--- src/rtl/ext_ctl_two_pkg.sv ---
// Purpose: Shared constants for the second extended control register.
// Assumes: 5-bit management register address, 16-bit register data.
// Notes:   Interrupt status and mask registers sit beside the control one.
package ext_ctl_two_pkg;

  // Bus widths
  localparam int ADDR_W  = 5;
  localparam int DATA_W  = 16;
  localparam int NUM_LED = 5;   // Shared address-strap / LED pins
  localparam int IRQ_W   = 2;   // Interrupt event count

  // Register offsets
  localparam logic [ADDR_W-1:0] REG_EXT_CTL2 = 5'h13;
  localparam logic [ADDR_W-1:0] REG_IRQ_STAT = 5'h1C;
  localparam logic [ADDR_W-1:0] REG_IRQ_MASK = 5'h1D;

  // Field positions of the control register
  localparam int BIT_NODE_REP  = 15;  // Read-only strap level
  localparam int BIT_PRIORITY  = 14;  // Read-only strap level
  localparam int BIT_RFAULT    = 13;  // Read-only partner fault
  localparam int BIT_RSVD_RO   = 10;  // Read-only reserved, reads zero
  localparam int BIT_TX_FLOAT  = 7;   // Transmit outputs float
  localparam int BIT_FORCE_LED = 5;   // All LEDs on
  localparam int BIT_AUTO_PD   = 0;   // 100 Mb/s power-down in 10 Mb/s

  // Bits that software may store (all read-write, reserved included)
  localparam logic [DATA_W-1:0] CTL_RW_MASK = 16'h1BFF;
  // Stored reset value of the read-write bits
  localparam logic [DATA_W-1:0] CTL_RESET   = 16'h0001;

  // Interrupt event positions
  localparam int IRQ_RF_SET = 0;  // Partner fault appeared
  localparam int IRQ_RF_CLR = 1;  // Partner fault went away
  localparam logic [IRQ_W-1:0] IRQ_RESET = 2'h0;

  // Reset must cover the synchroniser plus one edge
  localparam int SYNC_STAGES  = 2;
  localparam int RESET_CYCLES = SYNC_STAGES + 1;

endpackage

--- src/rtl/strap_led_if.sv ---
// Purpose: Carrier between register core and strap/LED pin driver.
// Assumes: Both ends on the same clock.
// Notes:   Strap values are stable once straps_valid is high.
`timescale 1ns/10ps
interface strap_led_if #(
  parameter int N = 5
);
  logic         straps_valid;  // Straps captured, LEDs driving
  logic         node_repeater; // Captured node/repeater strap
  logic         reg_priority;  // Captured priority strap
  logic [N-1:0] led_sense;     // Captured level of shared pins
  logic         force_on;      // Diagnostic all-on request
  logic [N-1:0] led_status;    // Normal indication, high = on

  modport pins (output straps_valid, output node_repeater,
                output reg_priority, output led_sense,
                input force_on, input led_status);
  modport core (input straps_valid, input node_repeater,
                input reg_priority, input led_sense,
                output force_on, output led_status);
endinterface

--- src/rtl/strap_led_driver.sv ---
// Purpose: Samples strap pins at reset exit and drives shared LED pins.
// Assumes: rst_n held low for at least RESET_CYCLES edges.
// Notes:   Synchroniser stages keep running through reset on purpose.
`timescale 1ns/10ps
module strap_led_driver
  import ext_ctl_two_pkg::*;
#(
  parameter int N = NUM_LED
) (
  input  wire logic         clock,
  input  wire logic         rst_n,
  input  wire logic         node_repeater_strap,
  input  wire logic         pin_or_register_priority_strap,
  input  wire logic [N-1:0] led_pin_in,
  output logic      [N-1:0] led_pin_out,
  output logic      [N-1:0] led_pin_oe,
  strap_led_if.pins         sl
);

  // Sampling phase, then LED drive phase
  typedef enum logic {
    PH_SAMPLE = 1'b0,
    PH_DRIVE  = 1'b1
  } phase_e;

  typedef struct packed {
    logic [N+1:0] sync1;  // First synchroniser stage
    logic [N+1:0] sync2;  // Second synchroniser stage
    logic [N+1:0] caught; // Captured strap levels
    phase_e       phase;  // Current phase
    logic [N-1:0] drive;  // Registered pin output levels
  } drv_state_s;

  drv_state_s st_r;  // Current state
  drv_state_s st_nxt; // Next state

  // Reset is folded in here so the synchroniser keeps tracking pins
  always_comb begin
    st_nxt       = st_r;
    st_nxt.sync1 = {node_repeater_strap, pin_or_register_priority_strap, led_pin_in};
    st_nxt.sync2 = st_r.sync1;
    if (!rst_n) begin
      // Pins are inputs; nothing captured yet
      st_nxt.caught = '0;
      st_nxt.phase  = PH_SAMPLE;
      st_nxt.drive  = '0;
    end else begin
      unique case (st_r.phase)
        PH_SAMPLE: begin
          // First edge after release: sync2 still holds reset-time levels
          st_nxt.caught = st_r.sync2;
          st_nxt.phase  = PH_DRIVE;
          // Enables rise now, so start at the off level: no one-cycle flash
          st_nxt.drive  = st_r.sync2[N-1:0];
        end
        PH_DRIVE: begin
          // On level is inverse of captured sense; force overrides
          for (int i = 0; i < N; i++) begin
            st_nxt.drive[i] = (sl.force_on | sl.led_status[i])
                              ? ~st_r.caught[i] : st_r.caught[i];
          end
        end
      endcase
    end
  end

  // State register
  always_ff @(posedge clock) begin
    st_r <= st_nxt;
  end

  // Pins stay inputs until the sense is known
  assign led_pin_oe       = {N{st_r.phase == PH_DRIVE}};
  assign led_pin_out      = st_r.drive;
  assign sl.straps_valid  = (st_r.phase == PH_DRIVE);
  assign sl.node_repeater = st_r.caught[N+1];
  assign sl.reg_priority  = st_r.caught[N];
  assign sl.led_sense     = st_r.caught[N-1:0];

endmodule // strap_led_driver

--- src/rtl/phy_extended_control_two.sv ---
// Purpose: Second extended control and status register of the PHY.
// Assumes: Single 20 MHz clock, synchronous active-low reset.
// Notes:   Straps and LED pins are handled by strap_led_driver.
`timescale 1ns/10ps
module phy_extended_control_two
  import ext_ctl_two_pkg::*;
#(
  parameter int N = NUM_LED
) (
  // Clock and reset
  input  wire logic              clock,
  input  wire logic              rst_n,
  // Register port
  input  wire logic [ADDR_W-1:0] reg_addr,
  input  wire logic [DATA_W-1:0] reg_wdata,
  input  wire logic              reg_write,
  input  wire logic              reg_read,
  output logic      [DATA_W-1:0] reg_rdata,
  // Interrupt
  output logic                   irq,
  // Configuration straps
  input  wire logic              node_repeater_strap,
  input  wire logic              pin_or_register_priority_strap,
  // Shared address-strap / LED pins
  input  wire logic [N-1:0]      led_pin_in,
  output logic      [N-1:0]      led_pin_out,
  output logic      [N-1:0]      led_pin_oe,
  input  wire logic [N-1:0]      led_status,
  output logic      [N-1:0]      phy_address,
  // Link side, same clock
  input  wire logic              partner_remote_fault,
  input  wire logic              link_is_10base_t,
  input  wire logic              tx_activity,
  input  wire logic              rx_activity,
  output logic                   carrier_sense,
  output logic                   sqe_test_default,
  // Twisted-pair transmit data and drivers
  input  wire logic              tx_positive_data,
  input  wire logic              tx_negative_data,
  output logic                   pair_tx_positive,
  output logic                   pair_tx_positive_oe,
  output logic                   pair_tx_negative,
  output logic                   pair_tx_negative_oe,
  // Transceiver power control
  output logic                   tx100_power_down
);

  // Whole state of the core in one word
  typedef struct packed {
    logic [DATA_W-1:0] ctl;     // Stored read-write bits
    logic              rfault;  // Registered partner fault
    logic [IRQ_W-1:0]  stat;    // Sticky interrupt status
    logic [IRQ_W-1:0]  mask;    // Interrupt enables
    logic [DATA_W-1:0] rdata;   // Read data, one cycle after strobe
    logic              crs;     // Carrier sense
    logic              pd;      // 100 Mb/s power-down
    logic              txp;     // Positive transmit level
    logic              txn;     // Negative transmit level
  } core_state_s;

  // Reset image; only the stored control bits are not zero
  localparam core_state_s CORE_RESET = '{
    ctl:    CTL_RESET,
    stat:   IRQ_RESET,
    mask:   IRQ_RESET,
    default: '0
  };

  core_state_s st_r;   // Current state
  core_state_s st_nxt; // Next state

  // Carrier between core and pin driver
  strap_led_if #(.N(N)) sl ();

  // Pin driver: strap capture and LED outputs
  strap_led_driver #(.N(N)) u_pins (
    .clock                          (clock),
    .rst_n                          (rst_n),
    .node_repeater_strap            (node_repeater_strap),
    .pin_or_register_priority_strap (pin_or_register_priority_strap),
    .led_pin_in                     (led_pin_in),
    .led_pin_out                    (led_pin_out),
    .led_pin_oe                     (led_pin_oe),
    .sl                             (sl)
  );

  // Address decode helper, used for every register
  function automatic logic hit(
    input logic [ADDR_W-1:0] addr,
    input logic [ADDR_W-1:0] offset
  );
    hit = (addr == offset);
  endfunction

  // Full 16-bit image of the control register as software sees it
  function automatic logic [DATA_W-1:0] ctl_image(
    input logic [DATA_W-1:0] stored,
    input logic              node_rep,
    input logic              prio,
    input logic              rfault
  );
    logic [DATA_W-1:0] v;
    v = stored & CTL_RW_MASK;
    v[BIT_NODE_REP] = node_rep;
    v[BIT_PRIORITY] = prio;
    v[BIT_RFAULT]   = rfault;
    v[BIT_RSVD_RO]  = 1'b0;
    ctl_image = v;
  endfunction

  // Decoded strobes
  logic wr_ctl;   // Write to control register
  logic wr_stat;  // Write-one-to-clear status
  logic wr_mask;  // Write to mask

  // Strobe decode is plain combinational logic
  assign wr_ctl  = reg_write & hit(reg_addr, REG_EXT_CTL2);
  assign wr_stat = reg_write & hit(reg_addr, REG_IRQ_STAT);
  assign wr_mask = reg_write & hit(reg_addr, REG_IRQ_MASK);

  // Partner-fault edges raise interrupt events
  logic [IRQ_W-1:0] events;

  // Events come from the registered copy so each edge is one pulse
  always_comb begin
    events             = '0;
    events[IRQ_RF_SET] = partner_remote_fault & ~st_r.rfault;
    events[IRQ_RF_CLR] = ~partner_remote_fault & st_r.rfault;
  end

  // Node mode comes from the captured strap
  logic node_mode;
  assign node_mode = ~sl.node_repeater;

  // Next-state logic for the whole core
  always_comb begin
    st_nxt = st_r;

    // Control register write
    if (wr_ctl) begin
      // Read-only bits dropped, reserved read-write bits kept
      st_nxt.ctl = reg_wdata & CTL_RW_MASK;
    end

    // Mask register write
    if (wr_mask) begin
      st_nxt.mask = reg_wdata[IRQ_W-1:0];
    end

    // Sticky status: a new event wins over a clear in the same cycle
    if (wr_stat) begin
      st_nxt.stat = (st_r.stat & ~reg_wdata[IRQ_W-1:0]) | events;
    end else begin
      st_nxt.stat = st_r.stat | events;
    end

    // Partner fault follows the link word receiver
    st_nxt.rfault = partner_remote_fault;

    // Read data stands only in the cycle after the strobe
    st_nxt.rdata = '0;
    if (reg_read) begin
      if (hit(reg_addr, REG_EXT_CTL2)) begin
        // Live image, straps and fault included
        st_nxt.rdata = ctl_image(st_r.ctl, sl.node_repeater,
                                 sl.reg_priority, st_r.rfault);
      end else if (hit(reg_addr, REG_IRQ_STAT)) begin
        st_nxt.rdata = {{(DATA_W-IRQ_W){1'b0}}, st_r.stat};
      end else if (hit(reg_addr, REG_IRQ_MASK)) begin
        st_nxt.rdata = {{(DATA_W-IRQ_W){1'b0}}, st_r.mask};
      end else begin
        // Unmapped offsets read as zero
        st_nxt.rdata = '0;
      end
    end

    // Carrier sense: node counts own transmit, repeater does not
    if (node_mode) begin
      st_nxt.crs = tx_activity | rx_activity;
    end else begin
      st_nxt.crs = rx_activity;
    end

    // Power-down only while running 10 Mb/s with the bit set
    st_nxt.pd = st_r.ctl[BIT_AUTO_PD] & link_is_10base_t;

    // Transmit levels pass through one flop to match the enables
    st_nxt.txp = tx_positive_data;
    st_nxt.txn = tx_negative_data;
  end

  // State register with synchronous reset
  always_ff @(posedge clock) begin
    if (!rst_n) begin
      st_r <= CORE_RESET;
    end else begin
      st_r <= st_nxt;
    end
  end

  // Diagnostic request and normal indication to the pin driver
  assign sl.force_on   = st_r.ctl[BIT_FORCE_LED];
  assign sl.led_status = led_status;

  // Register read port
  assign reg_rdata = st_r.rdata;

  // Level interrupt while any unmasked status bit is set
  assign irq = |(st_r.stat & st_r.mask);

  // Captured address straps for the management decoder
  assign phy_address = sl.led_sense;

  // Link-side outputs
  assign carrier_sense    = st_r.crs;
  // SQE test default enabled only in node mode
  assign sqe_test_default = node_mode;
  assign tx100_power_down = st_r.pd;

  // Both transmit drivers released together when floating
  assign pair_tx_positive    = st_r.txp;
  assign pair_tx_negative    = st_r.txn;
  assign pair_tx_positive_oe = ~st_r.ctl[BIT_TX_FLOAT];
  assign pair_tx_negative_oe = ~st_r.ctl[BIT_TX_FLOAT];

endmodule // phy_extended_control_two

--- config.mk ---
export PLATFORM = sky130hd
export DESIGN_NAME = phy_extended_control_two
export DESIGN_NICKNAME = d
export VERILOG_FILES = /design/src/rtl/ext_ctl_two_pkg.sv /design/src/rtl/strap_led_if.sv /design/src/rtl/strap_led_driver.sv /design/src/rtl/phy_extended_control_two.sv
export SDC_FILE = /design/constraint.sdc
export NUM_CORES = 1
export LEC_CHECK = 0
export ABC_AREA = 1
export BUFFER_PORTS_ARGS = -buffer_cell sky130_fd_sc_hd__buf_2
export CAP_MARGIN = 20
export CORE_ASPECT_RATIO = 1.25
export CORE_MARGIN = 1.5
export CORE_UTILIZATION = 52
export CTS_CLUSTER_SIZE = 40
export DETAILED_ROUTE_END_ITERATION = 8
export GPL_TIMING_DRIVEN = 0
export HOLD_SLACK_MARGIN = 0.12
export PLACE_DENSITY = 0.83
export SLEW_MARGIN = 30
export SYNTH_ARGS = -nofsm -noshare
export SYNTH_HDL_FRONTEND = slang
export SYNTH_SLANG_ARGS = --single-unit
--- constraint.sdc ---
create_clock -name clock -period 2.4 [get_ports clock]
set_input_delay 0.24 -clock clock [delete_from_list [all_inputs] [get_ports clock]]
set_output_delay 0.24 -clock clock [all_outputs]
set_load 0.005 [all_outputs]
# Word level (Yosys, flattened, before mapping)
# Index checks and enable logic that the tools add are counted.
[op_classes]
eq_ne = 3
bitwise = 29
mux = 11
reduce_logical = 3
[ops]
columns = ["op", "count"]
rows = [
  ["2-to-1 mux 16 bit", 1],
  ["equality test 5 bit (second input constant)", 3],
  ["inverter 1 bit", 12],
  ["one-hot mux 5 bit (2 select lines)", 1],
  ["bitwise AND 1 bit", 6],
  ["2-to-1 mux 1 bit", 6],
  ["2-to-1 mux 2 bit", 3],
  ["OR 1 bit", 6],
  ["bitwise AND 2 bit", 2],
  ["OR 2 bit", 2],
  ["OR reduction 4 bit", 1],
  ["inverter 2 bit", 1],
  ["AND reduction 2 bit", 1],
  ["OR reduction 2 bit", 1],
]
[totals]
wordCells = 61
inputBits = 43
ff_bits = 64

# Logic depth before layout (Yosys ltp)
[logic_depth]
ltp_word = 4
depth_mapped = 7

# By module
# From an unflattened synthesis, not the netlist that was laid out.
[hier_totals]
hier_cells = 270
area_unflattened_um2 = 2346.0
[by_module_without_submodules]
columns = ["mod", "area_each_um2", "cells_per_inst", "instances"]
rows = [
  ["phy_extended_control_two", 1435.1, 172, 1],
  ["strap_led_driver", 910.9, 98, 1],
]

# Least setup slack after synthesis
# Ideal clock, no wire load.
[synth_path]
kind = "register to register"
startpoint = "reg u_pins.st_r, in the netlist u_pins.sl.straps_valid"
endpoint = "reg u_pins.st_r, in the netlist u_pins.led_pin_out[1]"
t_arrival_ns = 1.053
required_ns = 2.330
path_slack_ns = 1.277
stages_incl_launch_ff = 7
cell_sequence = "dfxtp_1 > buf_2 > inv_1 > buf_2 > a21oi_1 > o21ai_0 > a21oi_1"
[synth_between]
elab_chain_cells = 2
[synth_rtl]
columns = ["element", "line", "rtl"]
rows = [
  ["start: declaration", "strap_led_driver.sv:34", "drv_state_s st_r;"],
  ["start signal: assignment", "strap_led_driver.sv:69", "st_r <= st_nxt;"],
  ["inverter 1 bit", "--", ""],
  ["one-hot mux 5 bit (2 select lines) *", "strap_led_driver.sv:48", "unique case (st_r.phase)"],
]
# Mark *: on every way between the ends. The rest lies on a longest branch, timed or not.
# A chain may end at the register's enable or synchronous reset.

# Final worst setup path
[layout_path]
startpoint = "in rst_n"
endpoint = "reg st_r, in the netlist reg_rdata[4]"
[layout_between]
elab_chain_cells = 1
[layout_rtl]
columns = ["element", "line", "rtl"]
rows = [
  ["start: declaration", "phy_extended_control_two.sv:12", "input wire logic rst_n,"],
  ["AND reduction 2 bit (no line)", "--", ""],
  ["end signal: assignment", "phy_extended_control_two.sv:197", "st_r <= st_nxt;"],
  ["end: declaration", "phy_extended_control_two.sv:69", "core_state_s st_r;"],
]
# Every way passes these cells.

==> metrics <==
max layer used met4; Worst Path Buf+Inv 5; clock sink count 63; largest cells by area after synthesis dfxtp_1 56%, buf_4 11%, nand2_1 7.8%; CP Class in2reg; VDD IR-drop max 0.479 mV; Longest Clk Path Bufs 2; Synth top cells by count 63 x dfxtp_1, 47 x nand2_1, 32 x buf_4; crit path DAT 1.69 ns; leakage 1.47 nW; vias in the first global route 1793; CP max stage delay 0.52 ns; Post-synth EDFFs 0; RSZ-0062 raised after global routing false; sequential area share after synthesis 55.7%; post-route cell area 3000 µm²; number of cells on the critical path 8; die height 76.8 µm; #FFs+latches synth 63; post-route minimum period 1.47 ns; Initial DRT Pass Iterations 5; CTS root buf clkbuf_8; starting density of the core 54.8%; total grt overflow 0; Worst Path Required 2.62 ns; fin nets 410; drt wl/cell 10.2 µm; synth-to-layout area growth 32.4%; syn_nets 311; critical path endpoint category flop; post-synth top area share 55.7%; Yosys top cell by area dfxtp_1; outcome completed; Setup violations, final 0; pin count of the biggest net entering global routing 11; DP Area 2720 µm²; total chip power 0.00202 W; Critical Path Most Common Cell buf_2; post-cts gate resize count 0; Die W 62.0 µm; crit start category input pin; ant diodes 0; worst path cell trace dlygate4sd3_1, buf_2, buf_2, nand2_1, inv_1, nand3_1, buf_2, nor2_1; proportion of layout cells with a drive suffix above 1 36.9%; CTS tree built; Total Die Area 4760 µm²; top-count cell post-synth dfxtp_1; setup_tns 0 ns; CP max-delay cell dlygate4sd3_1; dpl hpwl 3130 µm; min-delay worst type in2reg; met2 WL 2300 µm; WL met3 312 µm; row count 26; core footprint 4130 µm²; fmax 681 MHz; Post-Syn Area 2260 µm²; fraction of registers with async set/reset 0%; number of remaining DRC errors 0; Boundary Pins 82; post-route ant nets 0; port bufs 76; Critical Path Fanout Max 10; final period utilization 61.2%; Met1 Wirelength 1690 µm; gp weighted congestion 0.787; detailed-route vias per instance 4.49; CTS H-tree lvls 3; yosys warns 0; total track usage 20.8%; clock skew 0.00873 ns; first-pass GRT wire length 7330 µm; DRT iter0 DRCs 74; WHS 0.149 ns; Unique masters post-synth 20; clk slew on worst S/H paths 0.06 ns; Hold Fails Final Rpt 0; Routed WL 4360 µm; post-synthesis cell count 268; cell family with most CP delay buffers and inverters; Synth Area per Inst 8.45 µm²; Top FF cell, synth dfxtp_1; R2R depth 6; Skew-Pair Late Insertion Delay 0.33 ns; initial antenna violation count 0; vias after detailed routing 1919; Slew Viols, Final 0; pwr/cell area 672 nW/µm²; Hold Path Cell Cnt 3; CTS buffer count 9; Max-Cap Viols 0
[area by class of cell]
type,instances,area [µm²]
Sequential cell,63,1260
Buffer,40,287
Tap cell,56,70.1
Clock inverter,4,22.5
Clock buffer,11,141
Fill cell,341,1130
Inverter,32,120
Multi-Input combinational cell,133,597
Timing Repair Buffer,88,500
[worst register-to-register path: stages (launching register included)]
cell     delay [ns]
dfxtp_1        0.42
buf_2          0.23
inv_1          0.08
buf_2          0.18
a21oi_1        0.13
o21ai_0        0.11
a21oi_1        0.14
[cell usage in the layout (no fill, tap or decap)]
| cell type | netlist | routed |
|---|---|---|
| inv_1 | 29 | 29 |
| dlygate4sd3_1 | 0 | 12 |
| buf_4 | 32 | 32 |
| clkinvlp_4 | 0 | 1 |
| clkinv_1 | 1 | 1 |
| buf_2 | 7 | 83 |
| nor2_4 | 1 | 1 |
| dfxtp_1 | 63 | 63 |
| buf_6 | 1 | 1 |
| nor2_1 | 26 | 26 |
| clkbuf_1 | 0 | 1 |
| nand3_2 | 1 | 1 |
| or2_2 | 1 | 1 |
| nand2_1 | 47 | 47 |
| a21oi_1 | 29 | 29 |
| nor2_2 | 2 | 2 |
| conb_1 | 1 | 1 |
| clkbuf_8 | 0 | 10 |
| inv_2 | 2 | 2 |
| nand3_1 | 8 | 8 |
| nand4_1 | 4 | 4 |
| a22o_1 | 1 | 1 |
| o21ai_0 | 10 | 10 |
| nor3_1 | 2 | 2 |
| clkinv_2 | 0 | 3 |
[state kept, by name, summed over array words and instances, names as in the netlist]
signal	flops
sl.force_on	1
carrier_sense	1
pair_tx_positive	1
u_pins.st_r	7
u_pins.st_nxt	7
u_pins.sl.reg_priority	1
pair_tx_negative	1
u_pins.sl.node_repeater	1
u_pins.led_pin_out	5
tx100_power_down	1
reg_rdata	15
u_pins.sl.straps_valid	1
st_r	16
u_pins.sl.led_sense	5
[what timing repair did]
| action | CTS | global route |
|---|---|---|
| hold buffers | 12 | 0 |
| hold endpoints to repair | 12 | 0 |
| buffers inserted | 0 | 0 |
[where the power goes]
group / switching, W / internal [W] / total (W) / leakage [nW]
combinational: 0.0000746 / 0.0000874 / 0.000162 / 0.868
clock: 0.000368 / 0.000391 / 0.000759 / 0.0850
sequential: 0.0000137 / 0.00108 / 0.00110 / 0.518
[metrics by stage]
stage	instances	setup slack (ns)	utilization (%)
after floorplan	268	1.28	-
after global placement	400	1.13	65.7
after detailed placement	400	1.06	65.7
after CTS	427	0.902	72.6
after global routing	427	0.800	72.6
final	427	0.931	72.6
[final timing paths]
kind,startpoint,slack [ns],endpoint
max,rst_n,0.93,reg_rdata[4]
min,link_is_10base_t,0.15,tx100_power_down
max reg2reg,u_pins.sl.straps_valid,1.03,u_pins.led_pin_out[4]
min reg2reg,u_pins.st_nxt[17],0.33,u_pins.st_r[17]
[logic make-up (layout without fill, tap and decap cells)]
logic type	count (synthesis)	count (layout)	synth area share (%)
other cells	1	1	0.166
simple gates	92	92	17.2
flops	63	63	55.7
buf+inv	72	175	18.0
compound gates	40	40	9.01
[layer usage]
metal | global-route usage (%) | vias up
li1 | - | 997
met1 | 23.0 | 846
met2 | 34.0 | 69
met3 | 7.42 | 7
met4 | 9.79 | 0
met5 | 0 | -
Power figures use the tool's default switching activity.
